$ cat config.mk
export PLATFORM = sky130hd
export DESIGN_NAME = mtp_trace_port
export DESIGN_NICKNAME = d
export VERILOG_FILES = /design/src/shared/mtp_pkg.sv /design/src/rtl/mtp_fifo.sv /design/src/rtl/mtp_serializer.sv /design/src/rtl/mtp_trace_port.sv
export SDC_FILE = /design/constraint.sdc
export NUM_CORES = 1
export LEC_CHECK = 0
export BUFFER_PORTS_ARGS = -buffer_cell sky130_fd_sc_hd__buf_2
export CAP_MARGIN = 5
export CORE_MARGIN = 2
export CORE_UTILIZATION = 45
export DETAILED_ROUTE_END_ITERATION = 8
export PLACE_DENSITY = 0.65
export SETUP_SLACK_MARGIN = 0.05
export SYNTH_ARGS = -nofsm -noshare
export SYNTH_HDL_FRONTEND = slang
export SYNTH_SLANG_ARGS = --single-unit
$ cat constraint.sdc
create_clock -name core_clk_i -period 3.6 [get_ports core_clk_i]
set_clock_uncertainty 0.1 [all_clocks]
set_input_delay 0.36 -clock core_clk_i [delete_from_list [all_inputs] [get_ports core_clk_i]]
set_output_delay 0.36 -clock core_clk_i [all_outputs]
set_load 0.005 [all_outputs]
$ cat src/shared/mtp_pkg.sv
// constants and types shared by the microcode trace port
package mtp_pkg;
    localparam int unsigned MTP_PC_W = 10;
    localparam int unsigned MTP_CODE_W = 4;
    localparam int unsigned MTP_POST_W = 8;
    localparam int unsigned MTP_CORE_W = 2;
    localparam int unsigned MTP_CORES = 4;
    localparam int unsigned MTP_FIFO_DEPTH = 16;
    // calibration burst: eight full periods, each two core clocks
    localparam int unsigned MTP_CAL_PERIODS = 8;
    localparam logic [4:0] MTP_CAL_HALVES = 5'h10;
    // quiet gap after the burst: at least one core clock period
    localparam int unsigned MTP_CLK_NS = 40;
    localparam int unsigned MTP_GAP_NS = 40;
    localparam int unsigned MTP_GAP_CYC = (MTP_GAP_NS + MTP_CLK_NS - 1) / MTP_CLK_NS;
    localparam logic [1:0] MTP_GAP_CNT = 2'(MTP_GAP_CYC);
    localparam logic [MTP_POST_W-1:0] MTP_POST_FOREVER = 8'hff;
    // serial frame on the pin: one start bit then the code bits
    localparam logic [2:0] MTP_FRAME_BITS = 3'h5;
    typedef enum logic [2:0] {
        MTP_IDLE,
        MTP_CAL,
        MTP_GAP,
        MTP_ARMED,
        MTP_TRACE,
        MTP_POST
    } mtp_phase_e;
endpackage : mtp_pkg

$ cat src/rtl/mtp_fifo.sv
// parameterised valid/ready fifo for path codes
`timescale 1ns/1ps
`default_nettype none
module mtp_fifo
    import mtp_pkg::*;
#(
    parameter int unsigned WIDTH = 4,
    parameter int unsigned DEPTH = 16
) (
    input wire logic core_clk_i,
    input wire logic rst_i,
    input wire logic flush_i,
    input wire logic in_valid_i,
    output logic in_ready_o,
    input wire logic [WIDTH-1:0] in_data_i,
    output logic out_valid_o,
    input wire logic out_ready_i,
    output logic [WIDTH-1:0] out_data_o
);
    localparam int unsigned AW = $clog2(DEPTH);
    typedef struct packed {
        logic [AW:0] wr;
        logic [AW:0] rd;
    } mtp_fptr_s;
    mtp_fptr_s s_q;
    mtp_fptr_s s_d;
    logic [WIDTH-1:0] mem_q [DEPTH];
    logic full;
    logic empty;
    logic push;
    logic pop;

    assign full = (s_q.wr[AW] != s_q.rd[AW]) && (s_q.wr[AW-1:0] == s_q.rd[AW-1:0]);
    assign empty = (s_q.wr == s_q.rd);
    assign in_ready_o = !full;
    assign out_valid_o = !empty;
    assign push = in_valid_i && !full;
    assign pop = out_ready_i && !empty;
    assign out_data_o = mem_q[s_q.rd[AW-1:0]];

    always_comb begin
        s_d = s_q;
        if (flush_i) begin
            s_d = '0;
        end else begin
            if (push) begin
                s_d.wr = s_q.wr + 1'b1;
            end
            if (pop) begin
                s_d.rd = s_q.rd + 1'b1;
            end
        end
    end

    always_ff @(posedge core_clk_i or posedge rst_i) begin
        if (rst_i) begin
            s_q <= '0;
        end else begin
            s_q <= s_d;
        end
    end

    // storage has no reset; only the pointers need a defined value
    always_ff @(posedge core_clk_i) begin
        if (push) begin
            mem_q[s_q.wr[AW-1:0]] <= in_data_i;
        end
    end

    a_fifo_no_overrun: assert property (@(posedge core_clk_i) disable iff (rst_i)
        full && !pop && !flush_i |=> full)
        else $error("fifo lost its full state without a pop");
endmodule : mtp_fifo
`default_nettype wire

$ cat src/rtl/mtp_serializer.sv
// shifts framed path codes out on the trace pin
`timescale 1ns/1ps
`default_nettype none
module mtp_serializer
    import mtp_pkg::*;
(
    input wire logic core_clk_i,
    input wire logic rst_i,
    input wire logic enable_i,
    input wire logic code_valid_i,
    output logic code_ready_o,
    input wire logic [MTP_CODE_W-1:0] code_i,
    output logic pin_o,
    output logic busy_o
);
    typedef struct packed {
        logic [MTP_CODE_W:0] shift;
        logic [2:0] left;
        logic pin;
    } mtp_ser_s;
    mtp_ser_s s_q;
    mtp_ser_s s_d;

    assign code_ready_o = enable_i && (s_q.left == 3'h0);
    assign pin_o = s_q.pin;
    assign busy_o = (s_q.left != 3'h0);

    always_comb begin
        s_d = s_q;
        if (!enable_i) begin
            s_d = '0;
        end else if (s_q.left != 3'h0) begin
            s_d.pin = s_q.shift[0];
            s_d.shift = {1'b0, s_q.shift[MTP_CODE_W:1]};
            s_d.left = s_q.left - 3'h1;
        end else if (code_valid_i) begin
            // start bit high, then code lsb first
            s_d.pin = 1'b1;
            s_d.shift = {1'b0, code_i};
            s_d.left = MTP_FRAME_BITS - 3'h1;
        end else begin
            s_d.pin = 1'b0;
        end
    end

    always_ff @(posedge core_clk_i or posedge rst_i) begin
        if (rst_i) begin
            s_q <= '0;
        end else begin
            s_q <= s_d;
        end
    end

    a_ser_frame_len: assert property (@(posedge core_clk_i) disable iff (rst_i)
        code_valid_i && code_ready_o |=> busy_o [*4] ##1 !busy_o)
        else $error("serial frame length is not five bits");
endmodule : mtp_serializer
`default_nettype wire

$ cat src/rtl/mtp_trace_port.sv
// microcode trace port: calibration, start/stop compare, path code stream
// Function
// - enable starts eight-period half-rate calibration burst
// - pin low one clock after burst
// - armed idle unit starts when pc hits start
// - one 4-bit path code per cycle traced
// - host programs start/stop; device compares both
// - pc at stop address enters post-trigger
// - clearing run bit ends tracing early
// - post-trigger runs programmed cycles plus one, then rearms
// - all-ones post length never ends alone
`timescale 1ns/1ps
`default_nettype none
module mtp_trace_port
    import mtp_pkg::*;
(
    input wire logic core_clk_i,
    input wire logic rst_i,
    input wire logic trace_run_i,
    input wire logic [MTP_CORE_W-1:0] core_select_i,
    input wire logic [MTP_PC_W-1:0] trace_start_addr_i,
    input wire logic [MTP_PC_W-1:0] trace_stop_addr_i,
    input wire logic [MTP_POST_W-1:0] post_length_i,
    input wire logic [MTP_CORES*MTP_PC_W-1:0] microcode_program_counter_i,
    input wire logic [MTP_CORES*MTP_CODE_W-1:0] path_code_i,
    output logic debug_trace_pin_o,
    output logic [2:0] trace_phase_o,
    output logic codes_dropped_o
);
    typedef struct packed {
        mtp_phase_e phase;
        logic [4:0] cal_cnt;
        logic [1:0] gap_cnt;
        logic [MTP_POST_W-1:0] post_cnt;
        logic cal_pin;
        logic dropped;
    } mtp_state_s;
    mtp_state_s s_q;
    mtp_state_s s_d;

    logic [MTP_PC_W-1:0] pc_sel;
    logic [MTP_CODE_W-1:0] code_sel;
    logic tracing;
    logic fifo_in_ready;
    logic fifo_out_valid;
    logic fifo_out_ready;
    logic [MTP_CODE_W-1:0] fifo_out_data;
    logic ser_pin;
    logic ser_busy;
    logic stream_on;

    function automatic logic [MTP_PC_W-1:0] pick_pc(
        input logic [MTP_CORES*MTP_PC_W-1:0] all,
        input logic [MTP_CORE_W-1:0] sel
    );
        pick_pc = all[sel*MTP_PC_W +: MTP_PC_W];
    endfunction : pick_pc

    // microcore select mux; reads the cores as a flat vector
    assign pc_sel = pick_pc(microcode_program_counter_i, core_select_i);
    assign code_sel = path_code_i[core_select_i*MTP_CODE_W +: MTP_CODE_W];
    assign tracing = (s_q.phase == MTP_TRACE) || (s_q.phase == MTP_POST);
    // the stream keeps draining after the unit rearms so a short trace is not cut
    assign stream_on = trace_run_i && (tracing || (s_q.phase == MTP_IDLE)
        || (s_q.phase == MTP_ARMED));

    always_comb begin
        s_d = s_q;
        if (tracing && !fifo_in_ready) begin
            s_d.dropped = 1'b1;
        end
        if (!trace_run_i) begin
            s_d.phase = MTP_IDLE;
            s_d.cal_pin = 1'b0;
            s_d.cal_cnt = '0;
        end else begin
            unique case (s_q.phase)
                MTP_IDLE: begin
                    // enable edge: burst only once per run
                    if (!s_q.dropped && s_q.post_cnt == '0) begin
                        s_d.phase = MTP_CAL;
                        s_d.cal_cnt = MTP_CAL_HALVES;
                        s_d.cal_pin = 1'b1;
                        s_d.dropped = 1'b0;
                        s_d.post_cnt = '1;
                    end
                end
                MTP_CAL: begin
                    // toggling every clock gives half the core rate
                    if (s_q.cal_cnt == 5'h1) begin
                        s_d.cal_pin = 1'b0;
                        s_d.phase = MTP_GAP;
                        s_d.gap_cnt = MTP_GAP_CNT;
                    end else begin
                        s_d.cal_pin = !s_q.cal_pin;
                    end
                    s_d.cal_cnt = s_q.cal_cnt - 5'h1;
                end
                MTP_GAP: begin
                    s_d.gap_cnt = s_q.gap_cnt - 2'h1;
                    if (s_q.gap_cnt == 2'h1) begin
                        s_d.phase = MTP_ARMED;
                    end
                end
                MTP_ARMED: begin
                    if (pc_sel == trace_start_addr_i) begin
                        s_d.phase = MTP_TRACE;
                    end
                end
                MTP_TRACE: begin
                    if (pc_sel == trace_stop_addr_i) begin
                        s_d.phase = MTP_POST;
                        s_d.post_cnt = post_length_i;
                    end
                end
                MTP_POST: begin
                    if (post_length_i != MTP_POST_FOREVER) begin
                        if (s_q.post_cnt == '0) begin
                            s_d.phase = MTP_ARMED;
                        end else begin
                            s_d.post_cnt = s_q.post_cnt - 1'b1;
                        end
                    end
                end
            endcase
        end
        // a fresh run bit rearms the burst once the unit is idle
        if (!trace_run_i && s_q.phase == MTP_IDLE) begin
            s_d.post_cnt = '0;
            s_d.dropped = 1'b0;
        end
    end

    always_ff @(posedge core_clk_i or posedge rst_i) begin
        if (rst_i) begin
            s_q <= '{phase: MTP_IDLE, default: '0};
        end else begin
            s_q <= s_d;
        end
    end

    mtp_fifo #(
        .WIDTH(MTP_CODE_W),
        .DEPTH(MTP_FIFO_DEPTH)
    ) u_fifo (
        .core_clk_i(core_clk_i),
        .rst_i(rst_i),
        .flush_i(!trace_run_i),
        .in_valid_i(tracing),
        .in_ready_o(fifo_in_ready),
        .in_data_i(code_sel),
        .out_valid_o(fifo_out_valid),
        .out_ready_i(fifo_out_ready),
        .out_data_o(fifo_out_data)
    );

    mtp_serializer u_ser (
        .core_clk_i(core_clk_i),
        .rst_i(rst_i),
        .enable_i(stream_on),
        .code_valid_i(fifo_out_valid),
        .code_ready_o(fifo_out_ready),
        .code_i(fifo_out_data),
        .pin_o(ser_pin),
        .busy_o(ser_busy)
    );

    // burst and gap own the pin; codes follow only after the gap
    assign debug_trace_pin_o = (s_q.phase == MTP_CAL) ? s_q.cal_pin
        : (s_q.phase == MTP_GAP) ? 1'b0 : ser_pin;
    assign trace_phase_o = 3'(s_q.phase);
    assign codes_dropped_o = s_q.dropped;

    a_cal_burst_toggles: assert property (@(posedge core_clk_i) disable iff (rst_i)
        s_q.phase == MTP_IDLE && trace_run_i && s_d.phase == MTP_CAL
        |=> debug_trace_pin_o ##1 !debug_trace_pin_o ##1 debug_trace_pin_o)
        else $error("calibration burst does not toggle at half rate");

    // sixteen half periods, counted as two runs of eight to keep the unroll small
    a_cal_burst_len: assert property (@(posedge core_clk_i) disable iff (rst_i)
        $rose(s_q.phase == MTP_CAL) ##0 trace_run_i [*8] ##1 trace_run_i [*8]
        |=> s_q.phase == MTP_GAP)
        else $error("calibration burst is not sixteen half periods");

    a_cal_half_rate: assert property (@(posedge core_clk_i) disable iff (rst_i)
        s_q.phase == MTP_CAL && trace_run_i && s_q.cal_cnt != 5'h1
        |=> debug_trace_pin_o == !$past(debug_trace_pin_o))
        else $error("calibration pin did not toggle every clock");

    a_no_burst_rerun: assert property (@(posedge core_clk_i) disable iff (rst_i)
        s_q.phase == MTP_ARMED
        |=> s_q.phase != MTP_CAL)
        else $error("burst repeated without a fresh run bit");

    a_burst_to_gap: assert property (@(posedge core_clk_i) disable iff (rst_i)
        s_q.phase == MTP_CAL && trace_run_i && s_q.cal_cnt == 5'h1
        |=> s_q.phase == MTP_GAP && !debug_trace_pin_o)
        else $error("burst did not end in a low gap");

    a_gap_pin_low: assert property (@(posedge core_clk_i) disable iff (rst_i)
        s_q.phase == MTP_GAP
        |-> !debug_trace_pin_o)
        else $error("pin not low after calibration burst");

    a_gap_one_cycle: assert property (@(posedge core_clk_i) disable iff (rst_i)
        s_q.phase == MTP_GAP && trace_run_i
        |=> s_q.phase == MTP_ARMED)
        else $error("gap did not end after one clock");

    a_start_compare: assert property (@(posedge core_clk_i) disable iff (rst_i)
        s_q.phase == MTP_ARMED && trace_run_i && pc_sel == trace_start_addr_i
        |=> s_q.phase == MTP_TRACE)
        else $error("trace did not start at start address");

    a_no_early_start: assert property (@(posedge core_clk_i) disable iff (rst_i)
        s_q.phase == MTP_ARMED && pc_sel != trace_start_addr_i
        |=> s_q.phase != MTP_TRACE)
        else $error("trace started without start address match");

    a_stop_to_post: assert property (@(posedge core_clk_i) disable iff (rst_i)
        s_q.phase == MTP_TRACE && trace_run_i && pc_sel == trace_stop_addr_i
        |=> s_q.phase == MTP_POST && s_q.post_cnt == $past(post_length_i))
        else $error("stop address did not enter post-trigger");

    a_no_early_stop: assert property (@(posedge core_clk_i) disable iff (rst_i)
        s_q.phase == MTP_TRACE && trace_run_i && pc_sel != trace_stop_addr_i
        |=> s_q.phase == MTP_TRACE)
        else $error("trace left without stop address match");

    a_run_clear_idle: assert property (@(posedge core_clk_i) disable iff (rst_i)
        !trace_run_i
        |=> s_q.phase == MTP_IDLE)
        else $error("clearing run bit did not return to idle");

    a_idle_pin_low: assert property (@(posedge core_clk_i) disable iff (rst_i)
        s_q.phase == MTP_IDLE && !$past(trace_run_i)
        |-> !debug_trace_pin_o)
        else $error("pin not low while idle");

    a_post_count: assert property (@(posedge core_clk_i) disable iff (rst_i)
        s_q.phase == MTP_POST && trace_run_i && s_q.post_cnt != '0
        && post_length_i != MTP_POST_FOREVER
        |=> s_q.phase == MTP_POST && s_q.post_cnt == $past(s_q.post_cnt) - 8'h01)
        else $error("post-trigger count did not step down");

    a_post_end: assert property (@(posedge core_clk_i) disable iff (rst_i)
        s_q.phase == MTP_POST && trace_run_i && s_q.post_cnt == '0
        && post_length_i != MTP_POST_FOREVER
        |=> s_q.phase == MTP_ARMED)
        else $error("post-trigger did not end after its count");

    a_post_forever: assert property (@(posedge core_clk_i) disable iff (rst_i)
        s_q.phase == MTP_POST && trace_run_i && post_length_i == MTP_POST_FOREVER
        |=> s_q.phase == MTP_POST)
        else $error("all-ones post length ended tracing");

    // a push always leaves at least one code queued, even with a pop in the same cycle
    a_code_pushed: assert property (@(posedge core_clk_i) disable iff (rst_i)
        tracing && trace_run_i && fifo_in_ready
        |=> fifo_out_valid)
        else $error("trace cycle queued no path code");

    a_drop_flagged: assert property (@(posedge core_clk_i) disable iff (rst_i)
        tracing && !fifo_in_ready
        |=> codes_dropped_o)
        else $error("lost path code not flagged");

    a_drop_sticky: assert property (@(posedge core_clk_i) disable iff (rst_i)
        codes_dropped_o && trace_run_i
        |=> codes_dropped_o)
        else $error("drop flag cleared while running");

    a_pin_from_stream: assert property (@(posedge core_clk_i) disable iff (rst_i)
        s_q.phase == MTP_TRACE
        |-> debug_trace_pin_o == ser_pin)
        else $error("trace pin not driven by the code stream");
endmodule : mtp_trace_port
`default_nettype wire

==> flow_summary.toml <==
[synth]
yosysWarningCount = 0
synth_seq_cells = 102
syn_nets = 546
ys_async_sr_fraction_pct = 37.3
synth_edf_count = 64
synth_most_common_cell = "edfxtp_1"
synth_area_per_cell_um2 = 12.3
synth_commonest_cells = "edfxtp_1 (64), nor2_1 (48), dfrtp_1 (38), nand2_1 (28)"
synth_area_leaders = "edfxtp_1 (35%), dfrtp_1 (17%), mux4_2 (11%)"
synth_cells = 447
synth_top_cell_by_area = "edfxtp_1"
synth.distinct_cells = 48
seq_area_frac_synth_pct = 52.1
syn_area_um2 = 5520
synth_top_area_share_pct = 34.8
synthFlopType = "edfxtp_1"

[pwr]
p_per_area_nw_per_um2 = 582
power.total_mw = 3.70
leakage_nw = 2.49
ir_drop_uv = 290

[die]
initial_core_util_pct = 45.9
die_h_um = 115
dieArea_um2 = 13200
core_um2 = 12000
ioPinCount = 94
die_w_um = 115
num_rows = 40

[status]
status = "complete, no violations"

[drt]
vias_per_cell = 5.65
first_pass_iters = 5
drc_errors = 0
drt.antenna.violating_nets = 0
wl_per_cell_um = 17.3
drt-initial-drc-count = 200
wl_um = 11800
num_vias = 3865

[clock_tree]
cts_tree = "built"
postCtsSetupRepairBufs = 0
cts-htree-levels = 3
path_clk_slew_ns = 0.07
clock_latency_ns = 0.34
holdBufCountCts = 0
clockBufferDepth = 2
root_buffer = "clkbuf_16"
cts_buffers = 9
cts_num_sinks = 102
cts_resized = 0

[critical_path]
rrSetupSlack_ns = 0.83
critPathMaxFanout = 8
critPathLaunchType = "flip-flop"
end_kind = "flip-flop"
ff2ff_path_depth = 6
cp_cell_sequence = "xor2_1 -> nor4_1 -> nor2b_1 -> nor2_1 -> nand2_1 -> nor3_1"
path_class = "reg -> reg"
slowest_stage = "dfrtp_1"
reg2reg_to = "u_fifo.mem_q[3][0]$_DFFE_PP_"
critPathArrivalTime_ns = 2.65
cp_num_buf_inv = 0
crit_family = "simple AND/OR/NAND/NOR gates"
reg2reg_from = "u_fifo.s_q[2]$_DFFE_PP0P_"
worstPathRequired_ns = 3.48
critPathMaxStageDelay_ns = 0.60

[global_route]
grt_usage_pct = 19.0
gr-max-usage-layer = "met2"
grt_max_degree = 39
grt_pass1_vias = 3879
grt_pass1_wl_um = 19400
antenna_found_initial = 0
overflow = 0
met2_usage_pct = 31.6
use_met3_pct = 3.22
met1_usage_pct = 26.3

[final_layout]
nets = 631
fin_cells = 684
drive_gt1_share_pct = 27.7
syn_to_final_growth_pct = 15.3
n_antenna_cell = 0

[timing]
drv_slew = 0
hold_slack_ns = 0.0163
final_hold_viol_count = 0
final.min_clock_period_ns = 2.77
setup-violations-final = 0
period_share_pct = 77.0
relSlewSlack_pct = 49.8
layout_setup_ws_ns = 0.827
fmax_mhz = 361
final.setup.tns_ns = 0
worst_pin_slew_ns = 0.748
rsz0062_at_grt = "no"

[place]
port_buffers = 93
dp_hpwl_um = 8670
gp_congestion = 0.837
post-place-ws_ns = 0.553
dp_cells = 668

[run]
maxCapViolations = 0

[worst_hold_path]
hold_class = "in -> async"
-- worst min-delay path: stages --
cell and delay (ns):
buf_2 0.10, inv_1 0.04, buf_4 0.41
-- through the flow --
step / instance area [um2] / util [%]
after floorplan: 5520 / -
after global placement: 6070 / 50.6
after detailed placement: 6070 / 50.6
after CTS: 6360 / 53.0
after global routing: 6360 / 53.0
final: 6360 / 53.0
-- cell usage in the layout, fill, tap and decap left out, types with 5 or more instances in the layout --
| cell type | n |
|---|---|
| buf_2 | 93 |
| dfrtp_1 | 38 |
| buf_4 | 6 |
| clkbuf_16 | 9 |
| xnor2_1 | 27 |
| nand2_1 | 28 |
| nand2b_1 | 5 |
| nand4_1 | 11 |
| nor3_1 | 12 |
| o21ai_0 | 27 |
| inv_1 | 16 |
| mux2_4 | 6 |
| mux2i_1 | 23 |
| xor2_1 | 11 |
| nor2_1 | 48 |
| a21oi_1 | 22 |
| mux4_2 | 27 |
| nand3_1 | 5 |
| edfxtp_1 | 64 |
| ha_1 | 10 |
-- layer usage --
metal  wire, um  part of all wire, %
met5          0                    0
met4        138                  1.2
met3        619                  5.2
met2       5760                   49
met1       5320                   45
-- registers in the layout, summed over array words and instances, names as in the netlist --
name and count:
codes_dropped_o 1, trace_phase_o 3, s_q 16, u_fifo.s_q 10, u_fifo.mem_q 64, u_ser.s_q 7
u_ser.pin_o 1
-- cells by family after synthesis --
| family | share of synthesized area, % |
|---|---|
| simple gates | 10.6 |
| flops | 52.1 |
| compound gates | 7.62 |
| mux | 17.8 |
| buf+inv | 3.65 |
| xor+xnor | 6.03 |
| fa+ha+maj | 2.27 |
-- where the power goes --
part / switching, mW / internal (mW)
clock network: 0.450 / 0.485
registers: 0.113 / 1.38
logic: 0.716 / 0.558
-- worst max path at each step --
stage	from	cells past startpoint	end
2_1_floorplan	core_select_i[0]	8	s_q[4]$_DFFE_PP0P_
3_3_place_gp	core_select_i[0]	7	s_q[6]$_DFFE_PP0P_
3_5_place_dp	core_select_i[1]	8	s_q[4]$_DFFE_PP0P_
4_1_cts	u_fifo.s_q[2]$_DFFE_PP0P_	6	u_fifo.mem_q[1][0]$_DFFE_PP_
5_1_grt	trace_phase_o[2]$_DFFE_PP0P_	7	u_fifo.s_q[4]$_DFFE_PP0P_
6_report	u_fifo.s_q[2]$_DFFE_PP0P_	6	u_fifo.mem_q[3][0]$_DFFE_PP_
-- area by class of cell --
class / instances / area, um2
clock buffer: 9 / 225
multi-input combinational: 303 / 2440
clock inverter: 7 / 61.3
inverter: 17 / 63.8
sequential: 102 / 2870
fill: 1025 / 5650
timing repair buffer: 99 / 510
tap: 147 / 184
Note: power is estimated with default switching activity, not from simulation.
